File: src/wu_pkg.sv
// Shared constants, register map and command decode for the sector-marking command block
package wu_pkg;

  // ----------------------------------------------------------------
  // Clock and timing
  // ----------------------------------------------------------------
  localparam int CLK_MHZ          = 50;
  localparam int RECOVERY_TIME_US = 100;
  localparam int RECOVERY_CYCLES  = RECOVERY_TIME_US * CLK_MHZ;

  // ----------------------------------------------------------------
  // Register byte offsets
  // ----------------------------------------------------------------
  localparam logic [5:0] FEATURE_OFS     = 6'h00;
  localparam logic [5:0] COUNT_CUR_OFS   = 6'h04;
  localparam logic [5:0] COUNT_PREV_OFS  = 6'h08;
  localparam logic [5:0] SECNUM_CUR_OFS  = 6'h0c;
  localparam logic [5:0] SECNUM_PREV_OFS = 6'h10;
  localparam logic [5:0] CYLLO_CUR_OFS   = 6'h14;
  localparam logic [5:0] CYLLO_PREV_OFS  = 6'h18;
  localparam logic [5:0] CYLHI_CUR_OFS   = 6'h1c;
  localparam logic [5:0] CYLHI_PREV_OFS  = 6'h20;
  localparam logic [5:0] DEVHEAD_OFS     = 6'h24;
  localparam logic [5:0] COMMAND_OFS     = 6'h28;
  localparam logic [5:0] STATUS_OFS      = 6'h2c;
  localparam logic [5:0] ERROR_OFS       = 6'h30;
  localparam logic [5:0] CONTROL_OFS     = 6'h34;
  localparam logic [5:0] IRQ_STATUS_OFS  = 6'h38;
  localparam logic [5:0] IRQ_MASK_OFS    = 6'h3c;

  // ----------------------------------------------------------------
  // Field positions and codes
  // ----------------------------------------------------------------
  localparam int ERR_BAD_SECTOR_POS = 6;
  localparam int ERR_NOT_FOUND_POS  = 4;
  localparam int ERR_ABORTED_POS    = 2;
  localparam int ST_BUSY_POS        = 7;
  localparam int ST_READY_POS       = 6;
  localparam int ST_FAULT_POS       = 5;
  localparam int ST_SEEK_POS        = 4;
  localparam int ST_XFER_POS        = 3;
  localparam int ST_CORR_POS        = 2;
  localparam int ST_ERR_POS         = 0;
  localparam int CTRL_UPPER_POS     = 7;
  localparam int DEVHEAD_LBA_POS    = 6;
  localparam int IRQ_DONE_POS       = 0;
  localparam int IRQ_FAIL_POS       = 1;

  localparam logic [7:0] CMD_MARK_UNC  = 8'h45;
  localparam logic [7:0] FEAT_PSEUDO   = 8'h55;
  localparam logic [7:0] FEAT_FLAGGED  = 8'haa;
  localparam logic [7:0] STATUS_RESET  = 8'h50;
  localparam logic [7:0] ERROR_RESET   = 8'h00;
  localparam logic [1:0] IRQ_RESET     = 2'h0;

  // Sectors per physical block, as a power of two
  localparam int BLOCK_SHIFT = 3;
  localparam int MARK_SLOTS  = 16;

  // Read-class opcodes that report marked sectors
  function automatic logic isReadCmd(input logic [7:0] op);
    case (op)
      8'hc8, 8'h25, 8'hc4, 8'h29, 8'h20, 8'h24, 8'h40, 8'h42, 8'h2b, 8'h2a: isReadCmd = 1'b1;
      default: isReadCmd = 1'b0;
    endcase
  endfunction : isReadCmd

  // Write-class opcodes that clear marks
  function automatic logic isWriteCmd(input logic [7:0] op);
    case (op)
      8'hca, 8'h35, 8'hc5, 8'h39, 8'h30, 8'h34, 8'h3b, 8'h3a: isWriteCmd = 1'b1;
      default: isWriteCmd = 1'b0;
    endcase
  endfunction : isWriteCmd

endpackage : wu_pkg

File: src/mark_store.sv
// Persistent table of pseudo and flagged sector marks
`timescale 1ns/1ps
`default_nettype none
module mark_store (
  input  wire logic        clk,
  input  wire logic        powerOnRst,
  input  wire logic [47:0] lookupLba,
  output logic             hit,
  output logic             hitPseudo,
  output logic             full,
  input  wire logic        insertEn,
  input  wire logic        insertPseudo,
  input  wire logic        clearEn
);
  import wu_pkg::*;

  logic [47:0] key   [MARK_SLOTS];
  logic        pseudo[MARK_SLOTS];
  logic [MARK_SLOTS-1:0] valid;
  logic [MARK_SLOTS-1:0] match;
  logic [MARK_SLOTS-1:0] same;
  logic [47:0] insertKey;
  int          freeIdx;
  int          sameIdx;

  // Pseudo marks cover the whole physical block holding the sector
  function automatic logic covers(input logic [47:0] k, input logic p, input logic [47:0] a);
    covers = p ? (k[47:BLOCK_SHIFT] == a[47:BLOCK_SHIFT]) : (k == a);
  endfunction : covers

  assign insertKey = insertPseudo ? {lookupLba[47:BLOCK_SHIFT], {BLOCK_SHIFT{1'b0}}} : lookupLba;

  // Lookup, duplicate detection and free-slot search
  always_comb begin
    freeIdx = -1;
    sameIdx = -1;
    for (int i = 0; i < MARK_SLOTS; i++) begin
      match[i] = valid[i] && covers(key[i], pseudo[i], lookupLba);
      same[i]  = valid[i] && key[i] == insertKey && pseudo[i] == insertPseudo;
      if (same[i]) sameIdx = i;
      if (!valid[i] && freeIdx < 0) freeIdx = i;
    end
  end

  assign hit  = |match;
  assign full = (freeIdx < 0) && (sameIdx < 0);

  // Any pseudo match makes the sector pseudo; recovery is then run in full
  always_comb begin
    hitPseudo = 1'b0;
    for (int i = 0; i < MARK_SLOTS; i++) begin
      if (match[i] && pseudo[i]) hitPseudo = 1'b1;
    end
  end

  // Valid bits clear at power-on reset and on a clean write; ordinary reset keeps the marks
  always_ff @(posedge clk or posedge powerOnRst) begin
    if (powerOnRst) begin
      valid <= '0;
    end else if (clearEn) begin
      valid <= valid & ~match;
    end else if (insertEn && sameIdx < 0 && freeIdx >= 0) begin
      valid[freeIdx] <= 1'b1;
    end
  end

  // Key storage needs no reset
  always_ff @(posedge clk) begin
    if (insertEn && sameIdx < 0 && freeIdx >= 0) begin
      key[freeIdx]    <= insertKey;
      pseudo[freeIdx] <= insertPseudo;
    end
  end

endmodule : mark_store
`default_nettype wire

File: src/irq_ctrl.sv
// Sticky event status, mask and level interrupt output
`timescale 1ns/1ps
`default_nettype none
module irq_ctrl (
  input  wire logic       clk,
  input  wire logic       rst,
  input  wire logic [1:0] events,
  input  wire logic       statusWrite,
  input  wire logic       maskWrite,
  input  wire logic [1:0] writeData,
  output logic      [1:0] status,
  output logic      [1:0] mask,
  output logic            irq
);
  import wu_pkg::*;

  // A new event in the clearing cycle survives the write-one-to-clear
  always_ff @(posedge clk or posedge rst) begin
    if (rst) begin
      status <= IRQ_RESET;
      mask   <= IRQ_RESET;
      irq    <= 1'b0;
    end else begin
      status <= (status & ~(statusWrite ? writeData : 2'h0)) | events;
      if (maskWrite) mask <= writeData;
      irq    <= |(((status & ~(statusWrite ? writeData : 2'h0)) | events) & (maskWrite ? writeData : mask));
    end
  end

endmodule : irq_ctrl
`default_nettype wire

File: src/write_uncorrectable_marker.sv
// Task-file command handler that marks, reports and clears uncorrectable sectors
`timescale 1ns/1ps
`default_nettype none
module write_uncorrectable_marker #(
  parameter int RECOVERY_COUNT = wu_pkg::RECOVERY_CYCLES
) (
  input  wire logic        clk,
  input  wire logic        rst,
  input  wire logic        powerOnRst,
  input  wire logic [5:0]  address,
  input  wire logic        read,
  input  wire logic        write,
  input  wire logic [31:0] writedata,
  output logic      [31:0] readdata,
  output logic             waitrequest,
  input  wire logic        mediaDefect,
  output logic             irq
);
  import wu_pkg::*;

  typedef enum logic [2:0] {
    IDLE      = 3'b000,
    MARK      = 3'b001,
    READ_CHK  = 3'b010,
    RECOVER   = 3'b011,
    WRITE_CLR = 3'b100,
    WRITE_VFY = 3'b101
  } state_type;

  // ----------------------------------------------------------------
  // Task-file storage
  // ----------------------------------------------------------------
  logic [7:0]  feature;
  logic [7:0]  countCur;
  logic [7:0]  countPrev;
  logic [47:0] lbaIn;
  logic [7:0]  devHead;
  logic [7:0]  command;
  logic [7:0]  errorFlags;
  logic [7:0]  statusFlags;
  logic        upperByteSelect;
  logic [47:0] failLba;

  // ----------------------------------------------------------------
  // Engine state
  // ----------------------------------------------------------------
  state_type   state;
  state_type   next_state;
  logic [47:0] curLba;
  logic [16:0] remaining;
  logic [31:0] recoverCount;
  logic        pseudoMode;
  logic        ack;
  logic [1:0]  events;

  logic        storeHit;
  logic        storeHitPseudo;
  logic        storeFull;
  logic        insertEn;
  logic        clearEn;
  logic [1:0]  irqStatus;
  logic [1:0]  irqMask;

  // ----------------------------------------------------------------
  // Bus decode
  // ----------------------------------------------------------------
  wire         writeTake   = write && ack;
  wire         busy        = state != IDLE;
  wire         cmdWrite    = writeTake && address == COMMAND_OFS && !busy;
  wire [7:0]   wrByte      = writedata[7:0];
  wire         isMark      = wrByte == CMD_MARK_UNC;
  wire         featPseudo  = feature == FEAT_PSEUDO;
  wire         featFlagged = feature == FEAT_FLAGGED;
  wire         featBad     = !featPseudo && !featFlagged;
  wire [15:0]  rawCount    = {countPrev, countCur};
  wire [16:0]  fullCount   = (rawCount == 16'h0000) ? 17'h10000 : {1'b0, rawCount};
  wire         lastSector  = remaining == 17'h00001;
  wire         recoverDone = recoverCount >= RECOVERY_COUNT - 1;
  wire         startMark   = cmdWrite && isMark && !featBad;
  wire         startRead   = cmdWrite && isReadCmd(wrByte);
  wire         startWrite  = cmdWrite && isWriteCmd(wrByte);

  // Returned address half chosen by upper-byte select
  wire [23:0]  retBytes = upperByteSelect ? failLba[47:24] : failLba[23:0];

  // Read data mux; unmapped reads return zero
  logic [7:0] rdByte;
  always_comb begin
    case (address)
      FEATURE_OFS:     rdByte = feature;
      COUNT_CUR_OFS:   rdByte = countCur;
      COUNT_PREV_OFS:  rdByte = countPrev;
      SECNUM_CUR_OFS:  rdByte = retBytes[7:0];
      CYLLO_CUR_OFS:   rdByte = retBytes[15:8];
      CYLHI_CUR_OFS:   rdByte = retBytes[23:16];
      SECNUM_PREV_OFS: rdByte = lbaIn[31:24];
      CYLLO_PREV_OFS:  rdByte = lbaIn[39:32];
      CYLHI_PREV_OFS:  rdByte = lbaIn[47:40];
      DEVHEAD_OFS:     rdByte = devHead;
      COMMAND_OFS:     rdByte = command;
      STATUS_OFS:      rdByte = statusFlags;
      ERROR_OFS:       rdByte = errorFlags;
      CONTROL_OFS:     rdByte = {upperByteSelect, 7'h00};
      IRQ_STATUS_OFS:  rdByte = {6'h00, irqStatus};
      IRQ_MASK_OFS:    rdByte = {6'h00, irqMask};
      default:         rdByte = 8'h00;
    endcase
  end

  // ----------------------------------------------------------------
  // Avalon slave handshake: one wait cycle on every access
  // ----------------------------------------------------------------
  always_ff @(posedge clk or posedge rst) begin
    if (rst) begin
      ack         <= 1'b0;
      waitrequest <= 1'b1;
      readdata    <= 32'h0000_0000;
    end else begin
      ack         <= (read || write) && !ack;
      waitrequest <= !((read || write) && !ack);
      if (read && !ack) readdata <= {24'h000000, rdByte};
    end
  end

  // ----------------------------------------------------------------
  // Host-written task-file registers
  // ----------------------------------------------------------------
  // Written while busy they are ignored, so the running command stays consistent
  always_ff @(posedge clk or posedge rst) begin
    if (rst) begin
      feature         <= 8'h00;
      countCur        <= 8'h00;
      countPrev       <= 8'h00;
      lbaIn           <= 48'h0000_0000_0000;
      devHead         <= 8'h00;
      command         <= 8'h00;
      upperByteSelect <= 1'b0;
    end else if (writeTake && !busy) begin
      case (address)
        FEATURE_OFS:     feature         <= wrByte;
        COUNT_CUR_OFS:   countCur        <= wrByte;
        COUNT_PREV_OFS:  countPrev       <= wrByte;
        SECNUM_CUR_OFS:  lbaIn[7:0]      <= wrByte;
        CYLLO_CUR_OFS:   lbaIn[15:8]     <= wrByte;
        CYLHI_CUR_OFS:   lbaIn[23:16]    <= wrByte;
        SECNUM_PREV_OFS: lbaIn[31:24]    <= wrByte;
        CYLLO_PREV_OFS:  lbaIn[39:32]    <= wrByte;
        CYLHI_PREV_OFS:  lbaIn[47:40]    <= wrByte;
        DEVHEAD_OFS:     devHead         <= wrByte;
        COMMAND_OFS:     command         <= wrByte;
        CONTROL_OFS:     upperByteSelect <= wrByte[CTRL_UPPER_POS];
        default:         feature         <= feature;
      endcase
    end
  end

  // ----------------------------------------------------------------
  // Sector engine
  // ----------------------------------------------------------------
  // Store operations are single-cycle and driven from the current state
  assign insertEn = state == MARK && !storeFull;
  assign clearEn  = state == WRITE_CLR && !mediaDefect;

  always_comb begin
    next_state = state;
    case (state)
      IDLE: begin
        if (startMark) next_state = MARK;
        else if (startRead) next_state = READ_CHK;
        else if (startWrite) next_state = WRITE_CLR;
      end
      MARK: begin
        if (storeFull || lastSector) next_state = IDLE;
      end
      READ_CHK: begin
        if (storeHitPseudo) next_state = RECOVER;
        else if (storeHit || mediaDefect || lastSector) next_state = IDLE;
      end
      RECOVER: begin
        if (recoverDone) next_state = IDLE;
      end
      WRITE_CLR: begin
        if (mediaDefect) next_state = IDLE;
        else next_state = WRITE_VFY;
      end
      WRITE_VFY: begin
        if (storeHit || mediaDefect || lastSector) next_state = IDLE;
        else next_state = WRITE_CLR;
      end
      default: next_state = IDLE;
    endcase
  end

  // Sector walk: the address and count step when a sector passes clean
  wire stepRead  = state == READ_CHK && !storeHit && !mediaDefect && !lastSector;
  wire stepMark  = state == MARK && !storeFull && !lastSector;
  wire stepWrite = state == WRITE_VFY && !storeHit && !mediaDefect && !lastSector;

  always_ff @(posedge clk or posedge rst) begin
    if (rst) begin
      state        <= IDLE;
      curLba       <= 48'h0000_0000_0000;
      remaining    <= 17'h00000;
      recoverCount <= 32'h0000_0000;
      pseudoMode   <= 1'b0;
    end else begin
      state <= next_state;
      if (state == IDLE) begin
        curLba     <= lbaIn;
        remaining  <= fullCount;
        pseudoMode <= featPseudo;
      end else if (stepRead || stepMark || stepWrite) begin
        curLba    <= curLba + 48'h0000_0000_0001;
        remaining <= remaining - 17'h00001;
      end
      recoverCount <= (state == RECOVER) ? recoverCount + 32'h0000_0001 : 32'h0000_0000;
    end
  end

  // ----------------------------------------------------------------
  // Completion status and error reporting
  // ----------------------------------------------------------------
  wire finishing  = busy && next_state == IDLE;
  wire failMark   = state == MARK && storeFull;
  wire failRead   = (state == READ_CHK && !storeHitPseudo && (storeHit || mediaDefect))
                    || (state == RECOVER && recoverDone);
  wire failWrite  = (state == WRITE_CLR && mediaDefect)
                    || (state == WRITE_VFY && (storeHit || mediaDefect));
  wire failAny    = failMark || failRead || failWrite;
  wire abortFeat  = cmdWrite && isMark && featBad;

  always_ff @(posedge clk or posedge rst) begin
    if (rst) begin
      statusFlags <= STATUS_RESET;
      errorFlags  <= ERROR_RESET;
      failLba     <= 48'h0000_0000_0000;
      events      <= 2'h0;
    end else begin
      events <= 2'h0;
      if (startMark || startRead || startWrite) begin
        statusFlags <= 8'h00 | (8'h01 << ST_BUSY_POS);
        errorFlags  <= ERROR_RESET;
      end else if (abortFeat) begin
        errorFlags  <= 8'h01 << ERR_ABORTED_POS;
        statusFlags <= (8'h01 << ST_READY_POS) | (8'h01 << ST_SEEK_POS) | (8'h01 << ST_ERR_POS);
        events      <= 2'h3;
      end else if (finishing) begin
        // Fault, corrected and busy always clear; ready and seek always set, error is the result
        statusFlags <= (8'h01 << ST_READY_POS) | (8'h01 << ST_SEEK_POS)
                       | (failAny ? (8'h01 << ST_ERR_POS) : 8'h00);
        errorFlags  <= failMark ? (8'h01 << ERR_ABORTED_POS)
                     : failRead ? (8'h01 << ERR_BAD_SECTOR_POS)
                     : failWrite ? (8'h01 << ERR_NOT_FOUND_POS)
                     : ERROR_RESET;
        if (failAny) failLba <= curLba;
        events <= {failAny, 1'b1};
      end
    end
  end

  // ----------------------------------------------------------------
  // Submodules
  // ----------------------------------------------------------------
  // Mark table lives outside ordinary reset so marks survive it
  mark_store u_store (
    .clk          (clk),
    .powerOnRst   (powerOnRst),
    .lookupLba    (curLba),
    .hit          (storeHit),
    .hitPseudo    (storeHitPseudo),
    .full         (storeFull),
    .insertEn     (insertEn),
    .insertPseudo (pseudoMode),
    .clearEn      (clearEn)
  );

  irq_ctrl u_irq (
    .clk         (clk),
    .rst         (rst),
    .events      (events),
    .statusWrite (writeTake && address == IRQ_STATUS_OFS),
    .maskWrite   (writeTake && address == IRQ_MASK_OFS),
    .writeData   (writedata[1:0]),
    .status      (irqStatus),
    .mask        (irqMask),
    .irq         (irq)
  );

endmodule : write_uncorrectable_marker
`default_nettype wire

File: config.mk
export PLATFORM = sky130hd
export DESIGN_NAME = write_uncorrectable_marker
export DESIGN_NICKNAME = d
export VERILOG_FILES = /design/src/wu_pkg.sv /design/src/mark_store.sv /design/src/irq_ctrl.sv /design/src/write_uncorrectable_marker.sv
export SDC_FILE = /design/constraint.sdc
export NUM_CORES = 2
export LEC_CHECK = 0
export BUFFER_PORTS_ARGS = -buffer_cell sky130_fd_sc_hd__buf_2
export CAP_MARGIN = 10
export CORE_ASPECT_RATIO = 0.9
export CORE_MARGIN = 1.5
export CORE_UTILIZATION = 50
export DETAILED_ROUTE_END_ITERATION = 10
export PLACE_DENSITY = 0.66
export SKIP_LAST_GASP = 1
export SLEW_MARGIN = 20
export SYNTH_ARGS = -nofsm -noshare
export SYNTH_HDL_FRONTEND = slang
export SYNTH_SLANG_ARGS = --single-unit
File: constraint.sdc
create_clock -name clk -period 9.05 [get_ports clk]
set_input_delay 0.905 -clock clk [delete_from_list [all_inputs] [get_ports clk]]
set_output_delay 0.905 -clock clk [all_outputs]
set_load 0.02 [all_outputs]
# Word-level counts from Yosys, hierarchy flattened
# Memories as Yosys holds them, arrays and structs flattened.
# Index checks and enable logic that the tools add are counted.
[op_classes] n_addsub=3 n_lt_le_gt_ge=21 eq_ne=106 muxes=106 n_bitwise=9 reduce_logical=176
[op_table] op="== test 48 bit" count=32
[op_table] op="2-to-1 mux 32 bit" count=33
[op_table] op="== test 45 bit" count=16
[op_table] op="less-than comparator 32 x 1 -> 1 bit (second input constant)" count=17
[op_table] op="case mux 8 bit (16 select lines)" count=1
[op_table] op="logical AND 1 bit" count=113
[op_table] op="== test 8 x 6 -> 1 bit (second input constant)" count=12
[op_table] op="2-to-1 mux 48 bit" count=2
[op_table] op=">= comparator 32 x 1 -> 1 bit (second input constant)" count=2
[op_table] op="2-to-1 mux 17 bit" count=3
[op_table] op="adder 48 x 1 -> 48 bit (second input constant)" count=1
[op_table] op="== test 6 bit (second input constant)" count=8
[op_table] op="2-to-1 mux 8 bit" count=6
[op_table] op="== test 8 bit (second input constant)" count=5
[op_table] op="2-to-1 mux 1 bit" count=38
[op_table] op="adder 32 x 1 -> 32 bit (second input constant)" count=1
[op_table] op="== test 8 x 7 -> 1 bit (second input constant)" count=4
[op_table] op=">= comparator 32 x 13 -> 1 bit (second input constant)" count=1
[op_table] op="less-than comparator 32 x 6 -> 1 bit (second input constant)" count=1
[op_table] op="2-to-1 mux 16 bit" count=2
[op_table] op="2-to-1 mux 3 bit" count=10
[op_table] op="logical NOT 1 bit" count=26
[op_table] op="== test 6 x 5 -> 1 bit (second input constant)" count=4
[op_table] op="2-to-1 mux 24 bit" count=1
[op_table] op="other kinds (32)" count=82
[totals] ff_bits=287 ram_bits=784 out_inout_bits=34 elab_cells=451 mem_count=2
[mem_list] name="u_store.key" words=16 width=48 rd=16 rd_ports_with_merged_regs=0 write_ports=1 line_no="mark_store.sv:17" source="logic [47:0] key [MARK_SLOTS];"
[mem_list] name="u_store.pseudo" words=16 width=1 rd=16 rd_ports_with_merged_regs=0 write_ports=1 line_no="mark_store.sv:18" source="logic pseudo[MARK_SLOTS];"

# Depth between registers and ports, before layout
[depth] word_depth=56 depth_mapped=16

# Modules after synthesis
# Synthesis repeated with hierarchy kept, for this count alone.
[unflattened] hier_cells=3474 hier_area_um2=48196.2
[by_module_without_submodules] mod="mark_store" n_inst=1 cells_per_inst=2226 area_each_um2=35081.1
[by_module_without_submodules] mod="write_uncorrectable_marker" n_inst=1 cells_per_inst=1235 area_each_um2=12924.9
[by_module_without_submodules] mod="irq_ctrl" n_inst=1 cells_per_inst=13 area_each_um2=190.2

# Worst setup path before layout
# OpenSTA, ideal clock, no wires.
[synth_path] kind="register to register" startpoint="register curLba[45]" endpoint="memory u_store.key[13][0], enable pin" setup_time_ns=0.579 arrival_ns=7.235 path_slack_ns=1.236 path_stages_with_launch=13 path_cell_list="dfrtp_1 > buf_2 > buf_6 > buf_6 > xor2_1 > nor2_1 > nand4_1 > nor4_1 > a2111oi_1 > o2111ai_1 > or2_2 > buf_2 > nor4_1"
[synth_via] elab_chain_len=27 word_cells_on_any_way=72 cone_classes="order compare (1); eq/ne (16); mux (18); reduce/logical (37)"
[synth_lines] element="start: declaration" line_no="write_uncorrectable_marker.sv:49" source="logic [47:0] curLba;"
[synth_lines] element="start signal: assignment" line_no="write_uncorrectable_marker.sv:209" source="curLba <= lbaIn;"
[synth_lines] element="start signal: assignment" line_no="write_uncorrectable_marker.sv:213" source="curLba <= curLba + 48'h0000_0000_0001;"
[synth_lines] element="== test 48 bit" line_no="mark_store.sv:39" source="same[i] = valid[i] && key[i] == insertKey && pseudo[i] == insertPseudo;"
[synth_lines] element="logical AND 1 bit (2 in series)" line_no="mark_store.sv:39"
[synth_lines] element="2-to-1 mux 32 bit (15 in series)" line_no="mark_store.sv:40" source="if (same[i]) sameIdx = i;"
[synth_lines] element="2-to-1 mux 32 bit *" line_no="mark_store.sv:40"
[synth_lines] element="less-than comparator 32 x 1 -> 1 bit *" line_no="mark_store.sv:46, mark_store.sv:69"
[synth_lines] element="logical AND 1 bit" line_no="mark_store.sv:46" source="assign full = (freeIdx < 0) && (sameIdx < 0);"
[synth_lines] element="logical NOT 1 bit" line_no="write_uncorrectable_marker.sv:161" source="assign insertEn = state == MARK && !storeFull;"
[synth_lines] element="logical AND 1 bit" line_no="write_uncorrectable_marker.sv:161"
[synth_lines] element="logical AND 1 bit * (2 in series)" line_no="mark_store.sv:69" source="if (insertEn && sameIdx < 0 && freeIdx >= 0) begin"
[synth_lines] element="2-to-1 mux 1 bit *" line_no="mark_store.sv:69"
[synth_lines] element="2-to-1 mux 1 bit (not written as such) *" line_no="mark_store.sv:70" source="key[freeIdx] <= insertKey;"
[synth_lines] element="end: declaration" line_no="mark_store.sv:17"
# Every way passes the cells marked *; elsewhere a longest branch is shown, timed or not.

# Final worst setup path
[layout_path] startpoint="register curLba[28]" endpoint="register failLba[26]"
[layout_via] elab_chain_len=27 word_cells_on_any_way=183 cone_classes="order compare (1); eq/ne (48); mux (53); reduce/logical (81)"
[layout_lines] element="== test 48 bit (tied with other cells)" line_no="mark_store.sv:39"
[layout_lines] element="logical AND 1 bit / 2-to-1 mux 1 bit (equally long branches)" line_no="mark_store.sv:39, mark_store.sv:28"
[layout_lines] element="logical AND 1 bit, on equally long branches" line_no="mark_store.sv:39, mark_store.sv:38"
[layout_lines] element="2-to-1 mux 32 bit / logical AND 1 bit (equally long branches)" line_no="mark_store.sv:40, mark_store.sv:52"
[layout_lines] element="2-to-1 mux 32 bit / 2-to-1 mux 1 bit (equally long branches) (15 in series)" line_no="mark_store.sv:40, mark_store.sv:52"
[layout_lines] element="less-than comparator 32 x 1 -> 1 bit / 2-to-1 mux 1 bit (equally long branches)" line_no="mark_store.sv:46, mark_store.sv:52"
[layout_lines] element="logical AND 1 bit / logical NOT 1 bit (equally long branches)" line_no="mark_store.sv:46, write_uncorrectable_marker.sv:225"
[layout_lines] element="logical OR 1 bit / logical AND 1 bit (equally long branches)" line_no="write_uncorrectable_marker.sv:173, write_uncorrectable_marker.sv:225"
[layout_lines] element="2-to-1 mux 3 bit / logical AND 1 bit (equally long branches)" line_no="write_uncorrectable_marker.sv:173, write_uncorrectable_marker.sv:225"
[layout_lines] element="case mux 3 bit (6 select lines) / logical OR 1 bit (equally long branches)" line_no="write_uncorrectable_marker.sv:166, write_uncorrectable_marker.sv:226"
[layout_lines] element="logical NOT 3 bit / logical OR 1 bit (equally long branches)" line_no="write_uncorrectable_marker.sv:223, write_uncorrectable_marker.sv:229"
[layout_lines] element="logical AND 1 bit / logical OR 1 bit (equally long branches)" line_no="write_uncorrectable_marker.sv:223, write_uncorrectable_marker.sv:229"
[layout_lines] element="AND reduction 4 bit (no source line) *"
[layout_lines] element="end signal: assignment" line_no="write_uncorrectable_marker.sv:255" source="if (failAny) failLba <= curLba;"
[layout_lines] element="end: declaration" line_no="write_uncorrectable_marker.sv:42" source="logic [47:0] failLba;"
# Marked as above.
# A chain may end at the register's enable or synchronous reset.

==> summary.md <==
| Metric | Value |
|---|---|
| Mean Syn Cell Area | `13.1 sq um` |
| GRT Residual Overflow | `0` |
| Worst Setup End Kind | `flop` |
| Post-route minimum period | `~5.5 ns` |
| Top_reg_cell synth | `edfxtp_1` |
| Drt total wl | `142000 microns` |
| Most frequent cells in the layout | `784 x edfxtp_1, 420 x xor2_1, 387 x xnor2_1` |
| DR WL met3 | `13000 microns` |
| P_sw | `4620 uW` |
| Clock slew at reported path FFs | `0.06 ns` |
| Crit path cell chain | `buf_4 > xor2_1 > nor4_1 > nand4_1 > nor4_1 > a2111oi_0 > nand4_1 > a211oi_2 > nor4_4 > buf_4 > mux2_2` |
| Internal Power | `~9400 uW` |
| Hold Violations, Final | `0` |
| Seq cells post-synth | `1061` |
| Fin crit share | `60.7%` |
| Gpl congestion | `~1` |
| Worst Hold Class | `in -> async` |
| Aggregate negative setup slack | `0 ns` |
| Top Ports | `78` |
| Fmax | `182 MHz` |
| DR DRC count | `0` |
| First-pass GRT wire length | `approximately 210000 microns` |
| Drt first pass iters | `8` |
| Clk pwr share | `roughly a third` |
| Die Y | `303 microns` |
| DP HPWL | `91600 microns` |
| Area contributors post-synth | `edfxtp_1 47%, dfrtp_1 14%, xor2_1 7.4%, xnor2_1 6.8%, nor4_1 2.7%` |
| M1 wire length | `62800 microns` |
| Highest Signal Layer | `met4` |
| Max incr delay on CP | `approximately 0.82 ns` |
| Clock skew after layout | `between 0.02 and 0.025 ns` |
| GRT Resource Usage Total | `27.9%` |
| Synth cell types | `just over 90` |
| Max-Cap Viols | `0` |
| CTS buffer count | `between 100 and 150` |
| Switch share | `32.9%` |
| Full die area | `102000 sq um` |
| Initial antenna violation count | `1` |
| Core box area | `98700 sq um` |
| WP buf/inv | `2` |
| Peak VDD IR | `0.227 mV` |
| Gate Count Post-Synth | `between 3000 and 4000` |
| Crit-path max FO | `56` |
| YS warnings | `0` |
| Post-synth top area share | `47.0%` |
| Dominant cell type by area after synthesis | `edfxtp_1` |
| Critical path's top delay family | `simple AND/OR/NAND/NOR gates` |
| Clk buf depth | `3` |
| DR vias/cell | `~6.2` |
| Fillers | `about 8100` |
| Required time worst endpoint | `9.62 ns` |
| Seq pwr share | `45.1%` |
| # hold bufs at CTS | `0` |
| CTS root buffer | `clkbuf_16` |
| Slew HR | `24.2%` |
| WS Path Type | `reg -> reg` |
| Iter 0 DRT Violations | `3651` |
| P_leak | `0.0197 uW` |
| Final setup fails | `0` |
| CTS-repair resized insts | `0` |
| Max-slew violation count | `0` |
| Row cnt | `between 100 and 150` |
| CTS H-tree lvls | `3` |
| Slowest-stage cell, CP | `dfrtp_2` |
| Largest net degree at the start of global routing | `about 150` |
| RSZ-0062 raised after global routing | `false` |
| TritonCTS clock tree | `done` |
| CP startpoint kind | `flop` |
| Post-synth ARST share | `26.1%` |
| Post-route ant nets | `0` |
| Clock sinks | `roughly 1100` |
| EDFF count, synth | `784` |
| Cell area after layout | `55000 sq um` |
| Share of post-route cells with drive strength above 1 | `14.0%` |
| Met2 wire len | `61700 microns` |
| Area grow syn2layout | `9.88%` |
| Setup Fix Bufs, Post-CTS | `0` |
| Initial core utilization | `50.7%` |
| Die width | `approximately 340 microns` |
| Post-Syn Area | `50000 sq um` |
| Register area share after synthesis | `between 60% and 70%` |
| PwrDens | `256 nW/um^2` |
| Commonest non-fill, non-tap cell in the layout | `edfxtp_1` |
| Critical path arrival | `6.06 ns` |
| Average wire per standard cell | `26.9 microns` |
| Skew-Pair Late Insertion Delay | `0.70 ns` |
| Outcome | `completed` |
| Fin nets | `between 3000 and 4000` |
| Placed Area | `51300 sq um` |
| Number of global-route vias before repair | `30800` |
| Worst slew pin tran | `1.13 ns` |
| Total vias in the final route | `32600` |
| I/O Buffers | `29` |
| Combinational share of power | `between 20% and 30%` |
## final timing paths
check / cells past startpoint / start / slack [ns] / to
setup / recovery: 11 / curLba[28]$_DFFE_PP0P_ / 3.56 / failLba[26]$_DFFE_PP0P_
hold / removal: 2 / rst / 0.39 / curLba[40]$_DFFE_PP0P_
setup reg to reg: 11 / curLba[28]$_DFFE_PP0P_ / 3.56 / failLba[26]$_DFFE_PP0P_
hold reg to reg: 1 / events[1]$_DFF_PP0_ / 0.47 / u_irq.status[1]$_DFF_PP0_
max in group asynchronous: 3 / rst / 7.32 / curLba[21]$_DFFE_PP0P_
min in group clk: 1 / events[1]$_DFF_PP0_ / 0.47 / u_irq.status[1]$_DFF_PP0_
## worst reg2reg max path, cell delays in order, from the launching register on
cell and delay [ns]:
dfrtp_2 0.82, buf_4 0.48, xor2_1 0.24, nor4_1 0.39
nand4_1 0.42, nor4_1 0.79, a2111oi_0 0.30, nand4_1 0.38
a211oi_2 0.12, nor4_4 0.29, buf_4 0.68, mux2_2 0.47
## per-layer routing
layer,up-vias,global-route usage [%]
met1,16500,41.9
met4,0,8.68
met2,1530,41.1
li1,14300,-
met5,-,0
met3,243,5.25
## area by class of cell
cell class                 count  area (sq um)  share of cell area (%)
tap                         1332          1670                    3.03
timing repair buffer         134           971                    1.77
antenna                        2          5.00                 0.00910
inverter                      45           176                   0.321
clock buffer                 141          2920                    5.30
clock inverter                62           714                    1.30
multi-input combinational   2499         18000                    32.7
sequential                  1061         30500                    55.5
## stage by stage
step | setup WS [ns] | std cells | util, % | power [uW] | hold slack (ns)
floorplan | 0.965 | 3829 | - | 8300 | 0.424
CTS | 3.63 | 5274 | 55.7 | 14100 | 0.399
detailed placement | 3.65 | 5071 | 52.0 | 9490 | 0.457
finish | 3.56 | 5276 | 55.7 | 14100 | 0.391
global route | 3.39 | 5274 | 55.7 | 14500 | 0.448
global placement | 3.76 | 5071 | 52.0 | 9430 | 0.445
## logic make-up (layout without fill, tap and decap cells)
kind of cell | after synthesis | count (layout) | synth area share (%)
adder cells (fa/ha/maj) | 4 | 4 | 0.100
AO/OA/AOI/OAI | 410 | 410 | 5.40
AND/OR/NAND/NOR | 1097 | 1097 | 12.3
XOR/XNOR | 807 | 807 | 14.1
multiplexers | 157 | 157 | 3.67
buffers and inverters | 269 | 382 | 3.54
other | 1 | 26 | 0.00749
flip-flops | 1061 | 1061 | 60.9
## power groups by stage
stage	Clock [uW]	Combinational [uW]	Sequential (uW)
after floorplan	0	2210	6090
final	4600	3110	6340
after global routing	4830	3310	6370
after CTS	4650	3070	6330
after global placement	0	3010	6420
after detailed placement	0	3060	6430
## sequential cells by signal, summed over array words and instances (netlist names), 2 cells and up
signal / cells
u_store.key: 768
curLba: 48
failLba: 48
lbaIn: 48
recoverCount: 32
remaining: 17
u_store.pseudo: 16
u_store.valid: 16
command: 8
countCur: 8
countPrev: 8
devHead: 8
feature: 8
readdata: 8
errorFlags: 3
state: 3
statusFlags: 3
events: 2
u_irq.mask: 2
u_irq.status: 2
## Yosys cell counts (6+ instances only)
cell type  instances
a2111oi_0          8
a21o_1             6
a21oi_1          126
a221o_1            6
a221oi_1          14
a22o_1             6
a22oi_1           11
a2bb2oi_1         10
a31oi_1           26
a32oi_1            6
and3_1            14
and4_1            18
buf_2             26
buf_4             89
buf_6             48
clkbuf_1          56
dfrtp_1          275
edfxtp_1         784
inv_1             45
mux2_2           109
mux2_4            26
mux2i_1           22
nand2_1          180
nand2b_1          13
nand3_1           80
nand4_1          210
nand4b_1           7
nor2_1           156
nor2b_1            8
nor3_1            80
nor3b_1            7
nor4_1           216
nor4b_1            9
o2111ai_1          6
o21ai_0           86
o22a_1             7
o22ai_1           26
o2bb2ai_1          6
o31ai_1           14
or2_2             12
or3_1             24
or4_1             24
xnor2_1          387
xor2_1           420
(Power assumes the default switching activity.)
